[src/pkg/gate_drive_pkg.sv]
// constants for the three-phase gate drive control block
package gate_drive_pkg;
  localparam int          NUM_PHASES     = 3;
  localparam int          DEAD_W         = 8;
  localparam logic [7:0]  DEAD_RESET     = 8'h04;
  localparam int          RESET_DELAY_NS = 77;
  localparam int          CLK_PERIOD_NS  = 4;
  // longest time rounds down, at least one cycle
  localparam int          RESET_CYCLES   = (RESET_DELAY_NS / CLK_PERIOD_NS) < 1 ? 1 : (RESET_DELAY_NS / CLK_PERIOD_NS);
  localparam logic [1:0]  PH_IDLE        = 2'h0;
  localparam logic [1:0]  PH_LOW         = 2'h1;
  localparam logic [1:0]  PH_HIGH        = 2'h2;
  localparam logic [1:0]  CFG_OVR_DEAD   = 2'h1;
  localparam logic [1:0]  CFG_OVR_LOCK   = 2'h2;
endpackage

[src/verilog/three_phase_gate_drive_control.sv]
// three-phase predriver control logic: gate qualification, interlock, deadtime, status
`timescale 1ns/1ns
// Notes on behaviour
// - serial data output is released unless chip select is low.
// - low-side request inputs are active high.
// - high-side request inputs are active low.
// - overcurrent comparator result goes out as a driven logic output.
// - deadtime and interlock keep both drivers of a phase from being on together unless both overrides are set.
// - controller sets deadtime and override modes; block applies them.
// - phase status low while high-side source is below half supply.
// - gates may turn on only while both enables are high.
// - either enable low forces all six gates off; other logic continues.
// - enables act without waiting for a clock edge.
// - reset low gives low power: outputs off, bias off, gate pull-down.
// - internal logic is reset within 77 ns of reset falling.
// - fault drives interrupt high until cleared; two masks gate fault sources.
// - overcurrent output high means overcurrent, low means none.
// - before power-good, logic held reset, drivers released, serial refused.
module three_phase_gate_drive_control #(
  parameter int DEAD_WIDTH = gate_drive_pkg::DEAD_W
) (
  // clock and reset
  input  wire logic                  mclk,
  input  wire logic                  resetn,
  input  wire logic                  clk_en,
  input  wire logic                  power_good,
  // phase requests
  input  wire logic                  phase_a_low_request,
  input  wire logic                  phase_b_low_request,
  input  wire logic                  phase_c_low_request,
  input  wire logic                  phase_a_high_request_n,
  input  wire logic                  phase_b_high_request_n,
  input  wire logic                  phase_c_high_request_n,
  input  wire logic                  drive_enable_first,
  input  wire logic                  drive_enable_second,
  // configuration from the serial port
  input  wire logic [DEAD_WIDTH-1:0] dead_time_cfg,
  input  wire logic                  dead_override,
  input  wire logic                  lock_override,
  input  wire logic [7:0]            fault_mask_low,
  input  wire logic [7:0]            fault_mask_high,
  input  wire logic                  clear_interrupt,
  // analog comparator results
  input  wire logic [2:0]            half_supply_cmp,
  input  wire logic                  overcurrent_cmp,
  input  wire logic [15:0]           fault_events,
  // serial output path
  input  wire logic                  chip_select_n,
  input  wire logic                  serial_data_in_core,
  output logic                       serial_out,
  output logic                       serial_out_oe_n,
  // gate drives
  output logic [2:0]                 low_gate_on,
  output logic [2:0]                 high_gate_on,
  output logic                       gate_release,
  output logic                       gate_pulldown,
  output logic                       bias_on,
  // status
  output logic                       phase_a_half_supply_status,
  output logic                       phase_b_half_supply_status,
  output logic                       phase_c_half_supply_status,
  output logic                       overcurrent_flag_out,
  output logic                       interrupt_out
);
  typedef enum logic [1:0] {
    PS_IDLE = gate_drive_pkg::PH_IDLE,
    PS_LOW  = gate_drive_pkg::PH_LOW,
    PS_HIGH = gate_drive_pkg::PH_HIGH
  } phase_state_t;

  typedef struct packed {
    phase_state_t [2:0]        ph;
    logic [2:0][DEAD_WIDTH-1:0] dead;
    logic [2:0]                lo;
    logic [2:0]                hi;
    logic [2:0]                stat;
    logic                      oc;
    logic                      irq;
    logic                      so;
    logic                      so_oe_n;
    logic                      active;
  } state_t;

  state_t q, d;
  logic [2:0] low_req;
  logic [2:0] high_req;
  logic       enabled;
  logic       run;

  assign low_req  = {phase_c_low_request, phase_b_low_request, phase_a_low_request};
  assign high_req = ~{phase_c_high_request_n, phase_b_high_request_n, phase_a_high_request_n};
  assign run      = resetn & power_good;

  // gates use the enables directly, so turn-off does not wait for mclk
  assign enabled = drive_enable_first & drive_enable_second;

  always_comb begin
    logic conflict;
    logic want_lo;
    logic want_hi;
    conflict = 1'b0;
    want_lo  = 1'b0;
    want_hi  = 1'b0;
    d = q;
    d.active = 1'b1;
    for (int p = 0; p < 3; p++) begin
      conflict = low_req[p] & high_req[p] & ~lock_override;
      want_lo  = low_req[p] & ~conflict;
      want_hi  = high_req[p] & ~conflict;
      if (lock_override) begin
        want_hi = high_req[p];
      end else if (want_lo) begin
        want_hi = 1'b0;
      end
      if (q.dead[p] != '0) begin
        d.dead[p] = q.dead[p] - 1'b1;
      end
      unique case (q.ph[p])
        PS_IDLE: begin
          if (want_lo && (q.dead[p] == '0 || dead_override)) begin
            d.ph[p] = PS_LOW;
          end else if (want_hi && (q.dead[p] == '0 || dead_override)) begin
            d.ph[p] = PS_HIGH;
          end
        end
        PS_LOW: begin
          if (!want_lo) begin
            d.ph[p]   = PS_IDLE;
            d.dead[p] = dead_time_cfg;
          end
        end
        PS_HIGH: begin
          if (!want_hi) begin
            d.ph[p]   = PS_IDLE;
            d.dead[p] = dead_time_cfg;
          end
        end
        default: begin
          // unused code: fall back to both drivers off
          d.ph[p] = PS_IDLE;
        end
      endcase
      d.lo[p] = (d.ph[p] == PS_LOW) | (lock_override & dead_override & low_req[p]);
      d.hi[p] = (d.ph[p] == PS_HIGH) | (lock_override & dead_override & high_req[p]);
    end
    d.stat = half_supply_cmp;
    d.oc   = overcurrent_cmp;
    // set wins over a clear in the same cycle
    if (|(fault_events & ~{fault_mask_high, fault_mask_low})) begin
      d.irq = 1'b1;
    end else if (clear_interrupt) begin
      d.irq = 1'b0;
    end
    d.so_oe_n = chip_select_n;
    d.so      = chip_select_n ? 1'b0 : serial_data_in_core;
    if (!run) begin
      d = '0;
      d.so_oe_n = 1'b1;
    end
  end

  always_ff @(posedge mclk) begin
    if (!run) begin
      q <= d; // one edge resets, well inside the allowed delay
    end else if (clk_en) begin
      q <= d;
    end
  end

  // enables gate the registered drives combinationally; limitation accepted for async off
  assign low_gate_on   = q.lo & {3{enabled}};
  assign high_gate_on  = q.hi & {3{enabled}};
  assign gate_release  = ~q.active;
  assign gate_pulldown = ~q.active;
  assign bias_on       = q.active;
  assign phase_a_half_supply_status = q.stat[0];
  assign phase_b_half_supply_status = q.stat[1];
  assign phase_c_half_supply_status = q.stat[2];
  assign overcurrent_flag_out = q.oc;
  assign interrupt_out   = q.irq;
  assign serial_out      = q.so;
  assign serial_out_oe_n = q.so_oe_n;

  // never both gates of one phase unless both overrides set; gates are registered, so check one edge later
  gate_exclusive_a: assert property (@(posedge mclk) disable iff (!resetn)
    (clk_en && !(lock_override && dead_override)) |=> ((low_gate_on & high_gate_on) == 3'h0))
    else $error("both gates of a phase on");
  enable_off_a: assert property (@(posedge mclk) disable iff (!resetn)
    !enabled |-> (low_gate_on == 3'h0 && high_gate_on == 3'h0))
    else $error("gate on while disabled");
  reset_quiet_a: assert property (@(posedge mclk)
    !resetn |=> (!interrupt_out && serial_out_oe_n && gate_pulldown))
    else $error("reset not reached");
  so_release_a: assert property (@(posedge mclk) disable iff (!run)
    (clk_en && chip_select_n) |=> serial_out_oe_n)
    else $error("serial out driven with select high");
  irq_hold_a: assert property (@(posedge mclk) disable iff (!run)
    (interrupt_out && !clear_interrupt && clk_en) |=> interrupt_out)
    else $error("interrupt dropped without clear");
  oc_follow_a: assert property (@(posedge mclk) disable iff (!run)
    clk_en |=> (overcurrent_flag_out == $past(overcurrent_cmp)))
    else $error("overcurrent output wrong");
  status_follow_a: assert property (@(posedge mclk) disable iff (!run)
    clk_en |=> (phase_a_half_supply_status == $past(half_supply_cmp[0])))
    else $error("phase status wrong");
  conflict_off_a: assert property (@(posedge mclk) disable iff (!run)
    (clk_en && !lock_override && low_req[0] && high_req[0]) |=> (!q.lo[0] && !q.hi[0]))
    else $error("conflict not blanked");
endmodule
[config.mk]
export PLATFORM = sky130hd
export DESIGN_NAME = three_phase_gate_drive_control
export DESIGN_NICKNAME = d
export VERILOG_FILES = /design/src/pkg/gate_drive_pkg.sv /design/src/verilog/three_phase_gate_drive_control.sv
export SDC_FILE = /design/constraint.sdc
export NUM_CORES = 1
export LEC_CHECK = 0
export ABC_AREA = 1
export ABC_CLOCK_PERIOD_IN_PS = 1800
export BUFFER_PORTS_ARGS = -buffer_cell sky130_fd_sc_hd__buf_2
export CORE_UTILIZATION = 50
export CTS_BUF_LIST = sky130_fd_sc_hd__clkbuf_2
export DETAILED_ROUTE_END_ITERATION = 10
export GPL_TIMING_DRIVEN = 0
export PLACE_DENSITY = 0.72
export SLEW_MARGIN = 20
export SYNTH_ARGS = -nofsm -noshare
export SYNTH_HDL_FRONTEND = slang
export SYNTH_SLANG_ARGS = --single-unit
[constraint.sdc]
create_clock -name mclk -period 1.8 [get_ports mclk]
set_input_delay 0.36 -clock mclk [delete_from_list [all_inputs] [get_ports mclk]]
set_output_delay 0.36 -clock mclk [all_outputs]
set_load 0.02 [all_outputs]
== Yosys cells after proc, flatten, opt, wreduce, memory -nomap -nowiden ==
Index checks and enable logic that the tools add are counted.

* Register bits: 44
* Word-level logic and storage cells: 125
* Input port bits: 61
* Output and inout port bits: 16

* Equal/unequal tests: 13
* Multiplexer cells: 39
* Add/subtract/negate cells: 3
* Reductions and logical operators: 19
* Bitwise logic cells: 37

{| class="wikitable"
|+ Operators with widths
! cell !! count
|-
| $mux W44 || 3
|-
| $mux W8 || 9
|-
| $pmux W8 S2 || 3
|-
| $logic_not A8 Y1 || 3
|-
| $mux W2 || 12
|-
| $reduce_bool A8 Y1 || 3
|-
| $sub A8 B1 Y8 const B || 3
|-
| $and A1 B1 Y1 || 21
|-
| $pmux W2 S3 || 3
|-
| $and A16 B16 Y16 || 1
|-
| $not A16 Y16 || 1
|-
| $reduce_or A16 Y1 || 1
|-
| $eq A2 B1 Y1 const B || 6
|-
| $eq A2 B2 Y1 const B || 6
|-
| $mux W1 || 9
|-
| $and A3 B3 Y3 || 2
|-
| $logic_and A1 B1 Y1 || 6
|-
| $logic_not A2 Y1 || 3
|-
| $or A1 B1 Y1 || 6
|-
| $not A1 Y1 || 5
|-
| $logic_or A1 B1 Y1 || 3
|-
| $not A3 Y3 || 1
|-
| $ne A2 B2 Y1 const B || 1
|}

== Logic depth before layout (Yosys ltp) ==
Gate-level depths: netlist of run 1.

* Depth after elaboration: 16
* Mapped depth: 13
* Depth with buffers taken out: 13

== Worst setup path after synthesis of run 1 ==
Ideal clock, no wire load.

* Path type: reg-to-reg
* From: reg q[30] (netlist name)
* To: reg q[13] (netlist name) (data pin)
* Library setup time: 253 ps
* Required time: 1547 ps
* Cell stages (with the launch flop): 12
* Path buffers: 0
* Setup slack: 198 ps
* Arrival: 1349 ps
* Period minus slack after synthesis: 1602 ps
* Cells stage by stage: edfxtp_1 inv_1 ha_1 nand2_2 o21ai_2 nand2_2 nand2_1 nand2_1 nand2_2 nand2_2 nand3_1 nand2_1

* Word-level cells in the longest chain between the ends: 11
* Elaborated cells between the ends (all ways): 12
* Those cells by class: 1 x eq/ne; 6 x mux; 1 x bitwise; 4 x reduce/logical

{| class="wikitable"
|+ Ends and longest elaborated chain
! element !! RTL line !! RTL
|-
| start, declared || three_phase_gate_drive_control.sv:84 || <nowiki>state_t q, d;</nowiki>
|-
| start signal, assigned || three_phase_gate_drive_control.sv:164 || <nowiki>q <= d;</nowiki>
|-
| start signal, assigned || three_phase_gate_drive_control.sv:166 || <nowiki>q <= d;</nowiki>
|-
| $logic_not A8 Y1 * || three_phase_gate_drive_control.sv:120, three_phase_gate_drive_control.sv:122 ||
|-
| $logic_or A1 B1 Y1 * || three_phase_gate_drive_control.sv:120, three_phase_gate_drive_control.sv:122 ||
|-
| $logic_and A1 B1 Y1 || three_phase_gate_drive_control.sv:122 || <nowiki>end else if (want_hi && (q.dead[p] == '0 || dead_override)) begin</nowiki>
|-
| $mux W2 || three_phase_gate_drive_control.sv:122 ||
|-
| $mux W2 * || three_phase_gate_drive_control.sv:120 || <nowiki>if (want_lo && (q.dead[p] == '0 || dead_override)) begin</nowiki>
|-
| $pmux W2 S3 * || three_phase_gate_drive_control.sv:118 || <nowiki>unique case (q.ph[p])</nowiki>
|-
| $eq A2 B1 Y1 * || three_phase_gate_drive_control.sv:143 || <nowiki>d.lo[p] = (d.ph[p] == PS_LOW) | (lock_override & dead_override & low_req[p]);</nowiki>
|-
| $or A1 B1 Y1 * || three_phase_gate_drive_control.sv:143 ||
|-
| $mux W44 * || three_phase_gate_drive_control.sv:156 || <nowiki>if (!run) begin</nowiki>
|-
| $mux W44 || three_phase_gate_drive_control.sv:165 || <nowiki>end else if (clk_en) begin</nowiki>
|-
| $mux W44 * || three_phase_gate_drive_control.sv:163 || <nowiki>if (!run) begin</nowiki>
|}

Mark *: on every way between the ends. The rest lies on a longest branch, timed or not. The select of a mux whose other input is x is not followed.
A chain may end at the register's enable or synchronous reset.

== Worst setup path after layout of run 1 ==
* From: reg q[36] (netlist name)
* To: reg q[13] (netlist name) (data pin)

The elaborated chain is that of the path after synthesis.

==> flow_metrics.py, run 1 <==
metrics = {
    "outcome": {
        "status": "finished, final reports clean",
    },
    "power_and_ir_drop": {
        "p_leak_uw": 0.00197,
        "power.switching_uw": 1140,
        "p_clk_share_pct": 21.2,
        "power_frac_comb_pct": 37.9,
        "total_power_uw": 3280,
        "netSwitchingFraction_pct": 34.8,
        "seq_power_share_pct": 41.0,
        "irDropWorstVdd_uv": 460,
        "power.internal_uw": 2140,
        "p_per_area_nw_per_um2": 838,
    },
    "timing": {
        "hold_viol_final": 0,
        "worst_slew_pin_slew_ns": 0.612,
        "fin_ws_ns": 0.0871,
        "skew_ns": 0.0166,
        "rsz0062_at_grt": "true",
        "max_freq_mhz": 584,
        "hold_ws_ns": 0.204,
        "drv_slew": 0,
        "report.final.setup_viol": 0,
        "slew_headroom_pct": 58.9,
        "post-route-period-util_pct": 95.2,
        "period_minus_slack_ns": 1.71,
    },
    "synthesis": {
        "syn_area_sq_um": 3230,
        "synth_top_area_share_pct": 40.9,
        "yosys.cell_types.count": 38,
        "synth_common_cells": "nand2_1, inv_1, edfxtp_1",
        "synth_seq_cells": 44,
        "yosys.area.top_type": "edfxtp_1",
        "synth.most_common_cell": "nand2_1",
        "ys.flop_type": "edfxtp_1",
        "yosysWarningCount": 0,
        "async_reset_ff_share_pct": 0,
        "syn_area_per_cell_sq_um": 7.89,
        "synth_nets": 487,
        "ys_top_cells_by_area": "edfxtp_1, nand2_1, inv_1",
        "synth_cells": 409,
        "yosysSeqAreaShare_pct": 40.9,
        "synth_edf_count": 44,
    },
    "critical_path": {
        "crit_arrival_ns": 1.91,
        "required_ns": 1.99,
        "end_kind": "flop",
        "crit_fanout": 3,
        "critPathKind": "flop to flop",
        "regToRegSetupSlack_ns": 0.09,
        "cp-start-kind": "flop",
    },
    "route": {
        "wl_per_cell_um": 12.2,
        "drt_first_pass_iters": 4,
        "route.vias.total": 2880,
        "antenna_left": 0,
        "routed_wl_mm": 7.03,
        "first_iter_violations": 98,
        "drc": 0,
        "routed_via_density": 5.01,
    },
    "global_route": {
        "grt_start_max_net_pins": 45,
        "antenna_found_initial": 0,
        "grt_pass1_wl_mm": 10.9,
        "track_usage_pct": 21.4,
        "grt_overflow": 0,
        "grt_pass1_vias": 2620,
    },
    "clock_tree": {
        "clkLatencyLatePin_ns": 0.41,
        "hold_buffers": 0,
        "htreeDepth": 2,
        "cts_tree": "yes",
        "clockBufferDepth": 2,
        "clkTransAtPathRegs_ns": 0.23,
        "clockRootBuffer": "clkbuf_2",
        "cts_inserted_buffers": 5,
        "cts.sinks": 44,
    },
    "finish": {
        "syn2layout_area_growth_pct": 21.4,
        "drive_gt1_share_pct": 28.8,
        "nFillCells": 533,
        "diodes": 0,
        "nets": 578,
        "multi_input_area_sq_um": 1640,
        "stdcell_area_sq_um": 3920,
        "post-route-util_pct": 64.7,
        "ff_latch_area_sq_um": 1320,
    },
    "run": {
        "maxCapViolations": 0,
    },
    "floorplanning": {
        "chipWidth_um": 82.4,
        "rows": 28,
        "dieHeight_um": 82.4,
        "coreArea_sq_um": 6060,
        "io_pins": 77,
        "die_area_sq_um": 6780,
        "initial_core_util_pct": 53.3,
    },
    "placed_design": {
        "dpl_worst_slack_ns": -0.172,
        "port-buffer-count": 76,
        "dp_hpwl_mm": 5.20,
        "gp_congestion": 0.826,
        "dpl_cell_area_sq_um": 3700,
    },
    "min_path": {
        "hp-class": "primary input to flop",
    },
}
## logic make-up (layout without fill, tap and decap cells)
kind of cell | after synthesis | count (layout) | share of synthesized area [%]
compound gates | 68 | 68 | 13.7
xor+xnor | 13 | 13 | 3.53
fa+ha+maj | 17 | 17 | 6.59
buf+inv | 83 | 174 | 9.96
flops | 44 | 44 | 40.9
simple gates | 184 | 184 | 25.3
## final timing paths
kind | start | end | cells after the start
max | q[36] | q[13] | 10
min | chip_select_n | serial_out_oe_n | 2
max reg2reg | q[36] | q[13] | 10
min reg2reg | q[22] | q[22] | 3
## stage by stage
stage / std cells / TNS [ns]
6_report: 575 / 0
2_1_floorplan: 409 / 0
3_5_place_dp: 560 / -7.49
4_1_cts: 567 / 0
5_1_grt: 575 / -0.0452
3_3_place_gp: 560 / -6.73
## layout by cell type (no fill, tap or decap), drive strengths merged, types with 6 or more instances in the layout
master / count
edfxtp: 44
nand3: 16
xor2: 9
o211ai: 6
o22ai: 9
buf: 88
ha: 17
inv: 76
o21ai: 7
a21oi: 36
nand2: 115
nor2: 44
clkbuf: 7
## power groups by stage
| stage | clock network (uW) | registers [uW] | logic (uW) |
|---|---|---|---|
| 2_1_floorplan | 0 | 1370 | 864 |
| 3_3_place_gp | 0 | 1360 | 1110 |
| 3_5_place_dp | 0 | 1360 | 1140 |
| 4_1_cts | 704 | 1340 | 1160 |
| 5_1_grt | 741 | 1360 | 1420 |
| 6_report | 694 | 1340 | 1240 |
## flip-flops by register name (all words and copies together), names as in the netlist
| signal | cells |
|---|---|
| bias_on | 1 |
| phase_b_half_supply_status | 1 |
| phase_a_half_supply_status | 1 |
| phase_c_half_supply_status | 1 |
| serial_out_oe_n | 1 |
| serial_out | 1 |
| interrupt_out | 1 |
| q | 36 |
| overcurrent_flag_out | 1 |
## area by class of cell
cell class                 count  area share [%]
buffer                         6           0.798
clock buffer                   5           0.638
clock inverter                 2            1.53
inverter                      77            7.47
multi-input combinational    282            41.9
sequential                    44            33.7
tap                           75            2.39
timing repair buffer          84            11.6
## what timing repair did
action,4_1_cts,5_1_grt
setup buffers,0,7
pin swaps,1,4
resized for setup,3,13
setup endpoints to repair,2,16
hold endpoints to repair,0,0
## worst max-delay path: stages, from the launching register on
cell	delay, ns
edfxtp_1	0.49
nor2_1	0.19
nand2_1	0.13
o21ai_4	0.22
nand2_2	0.07
nand2_1	0.07
nand2_1	0.06
nand2_2	0.07
nand2_2	0.06
nand3_1	0.07
nand2_1	0.06
## metal layers
layer  track usage, %  wire length, um
met3             3.96              375
met5                0                0
met2             38.3             3380
met1             26.1             3160
met4             6.14              112
Note: power is estimated with default switching activity, not from simulation.
==> inputs of run 2 (changes only) <==
--- a/config.mk
+++ b/config.mk
@@ -6,13 +6,14 @@
 export NUM_CORES = 1
 export LEC_CHECK = 0
 export ABC_AREA = 1
-export ABC_CLOCK_PERIOD_IN_PS = 1800
+export ABC_CLOCK_PERIOD_IN_PS = 1500
 export BUFFER_PORTS_ARGS = -buffer_cell sky130_fd_sc_hd__buf_2
 export CORE_UTILIZATION = 50
 export CTS_BUF_LIST = sky130_fd_sc_hd__clkbuf_2
 export DETAILED_ROUTE_END_ITERATION = 10
 export GPL_TIMING_DRIVEN = 0
-export PLACE_DENSITY = 0.72
+export MAX_ROUTING_LAYER = met4
+export PLACE_DENSITY = 0.75
 export SLEW_MARGIN = 20
 export SYNTH_ARGS = -nofsm -noshare
 export SYNTH_HDL_FRONTEND = slang
==> constraint.sdc (replaced) <==
create_clock -name mclk -period 1.5 [get_ports mclk]
set_input_delay 0.3 -clock mclk [delete_from_list [all_inputs] [get_ports mclk]]
set_output_delay 0.3 -clock mclk [all_outputs]
set_load 0.02 [all_outputs]
==> run 2 against run 1 <==
Compared with the run above:
- the flow now finishes with violations (design-rule violations, negative setup slack)
- hold slack got worse by 0.10 ns
- highest routed layer unchanged
- routed wire length increased by 27%
- clock skew up 0.0010 ns
- critical path depth unchanged
- die area unchanged
- combinational power grew 78%
- global-route usage is 3.8 points higher
- utilization increased by 11 points
- largest power group is now combinational cells
==> flow_metrics.py, run 2 (synthesis results as in run 1) <==
metrics = {
    "route": {
        "route.vias.total": 3176,
        "drc": 2,
        "routed_wl_mm": 8.94,
        "wl_per_cell_um": 14.7,
        "routed_via_density": 5.22,
        "drt_first_pass_iters": 8,
        "antenna_left": 0,
        "first_iter_violations": 196,
    },
    "clock_tree": {
        "clkLatencyLatePin_ns": 0.45,
        "clkTransAtPathRegs_ns": 0.25,
        "cts_inserted_buffers": 5,
        "clockBufferDepth": 2,
        "cts_tree": "yes",
        "cts.sinks": 44,
        "htreeDepth": 2,
        "clockRootBuffer": "clkbuf_2",
        "hold_buffers": 0,
    },
    "placed_design": {
        "dp.cells": 560,
        "gp_congestion": 0.905,
        "dpl_worst_slack_ns": -0.421,
        "dp_hpwl_mm": 5.13,
        "port-buffer-count": 76,
    },
    "global_route": {
        "grt_start_max_net_pins": 45,
        "track_usage_pct": 25.2,
        "grt_overflow": 0,
        "antenna_found_initial": 1,
        "grt_pass1_wl_mm": 12.4,
        "grt_pass1_vias": 2880,
    },
    "finish": {
        "final_cells": 608,
        "nets": 609,
        "drive_gt1_share_pct": 49.4,
        "syn2layout_area_growth_pct": 41.2,
        "final_cell_mix": "nand2_1, buf_2, inv_1",
        "largest_register": "q",
        "nFillCells": 417,
        "largest_reg_flops": 36,
        "ff_latch_area_sq_um": 1320,
        "multi_input_area_sq_um": 2030,
    },
    "floorplanning": {
        "die_area_sq_um": 6780,
        "chipWidth_um": 82.4,
        "io_pins": 77,
        "initial_core_util_pct": 53.3,
        "coreArea_sq_um": 6060,
        "dieHeight_um": 82.4,
        "rows": 28,
    },
    "run": {
        "maxCapViolations": 0,
    },
    "outcome": {
        "status": "finished, violations left",
        "failed_checks": "design-rule violations, negative setup slack",
    },
    "timing": {
        "skew_ns": 0.0176,
        "max_freq_mhz": 577,
        "worst_slew_pin_slew_ns": 1.09,
        "post-route-period-util_pct": 115,
        "rsz0062_at_grt": "true",
        "report.final.setup_viol": 34,
        "period_minus_slack_ns": 1.73,
        "hold_ws_ns": 0.103,
        "hold_viol_final": 0,
        "slew_headroom_pct": 27.4,
        "drv_slew": 0,
        "fin_ws_ns": -0.232,
    },
    "critical_path": {
        "cp_num_buf_inv": 0,
        "critPathMaxStageDelay_ns": 0.55,
        "cp-start-kind": "flop",
        "crit_fanout": 3,
        "critPathKind": "flop to flop",
        "regToRegSetupSlack_ns": -0.23,
        "crit_family": "simple AND/OR/NAND/NOR gates",
        "required_ns": 1.74,
        "crit_arrival_ns": 1.97,
        "worstPathCellList": "nor2_4, nand2_4, o21ai_4, nand2_2, nand2_1, nand2_1, nand2_2, nand2_2, nand3_2, nand2_1",
        "cp_slowest_cell": "edfxtp_1",
        "end_kind": "flop",
    },
    "power_and_ir_drop": {
        "p_leak_uw": 0.00218,
        "p_per_area_nw_per_um2": 1000,
        "irDropWorstVdd_uv": 630,
    },
    "min_path": {
        "hp-class": "primary input to flop",
    },
}
[run 2: cell types whose count changed in the layout (fill, tap and decap cells not counted), sizes merged]
cell      change
inv           +1
clkbuf        -1
clkinvlp      +1
buf          +32
diode         +1
bufinv        -1
[run 2: what timing repair did]
action,4_1_cts,5_1_grt
pin swaps,16,23
buffers inserted,31,10
resized for setup,63,66
endpoints found under the setup margin,36,39
endpoints found under the hold margin,0,0
[run 2: where the power goes]
group	internal [uW]	switching, uW
clock	287	439
sequential	1520	104
combinational	941	1260
[run 2: worst paths after layout]
check	from	cells after the start	end
setup / recovery	q[32]	10	q[13]
hold / removal	chip_select_n	2	serial_out_oe_n
setup reg to reg	q[32]	10	q[13]
hold reg to reg	q[15]	2	q[15]
[run 2: stage by stage]
| step | util, % | setup TNS [ns] | area, sq um | total power [uW] |
|---|---|---|---|---|
| floorplan | - | -0.00827 | 3260 | 2710 |
| global placement | 61.6 | -18.94 | 3730 | 3000 |
| detailed placement | 61.6 | -21.59 | 3730 | 3040 |
| CTS | 70.4 | -1.30 | 4270 | 4140 |
| global route | 75.2 | -5.88 | 4560 | 4800 |
| finish | 75.2 | -3.06 | 4560 | 4550 |
[run 2: area by class of cell]
class,instances,area share [%]
antenna,1,0.0549
buffer,4,0.494
clock buffer,5,0.549
clock inverter,3,1.02
inverter,77,6.56
multi-input combinational,282,44.6
sequential,44,29.0
tap,75,2.06
timing repair buffer,117,15.7
[run 2: per-layer routing]
metal | global-route usage (%) | vias to the layer above | wire, um
met5 | - | - | 0
met4 | 9.65 | 0 | 306
met3 | 4.29 | 24 | 496
met2 | 43.1 | 137 | 4750
met1 | 29.5 | 1461 | 3380
li1 | - | 1554 | -
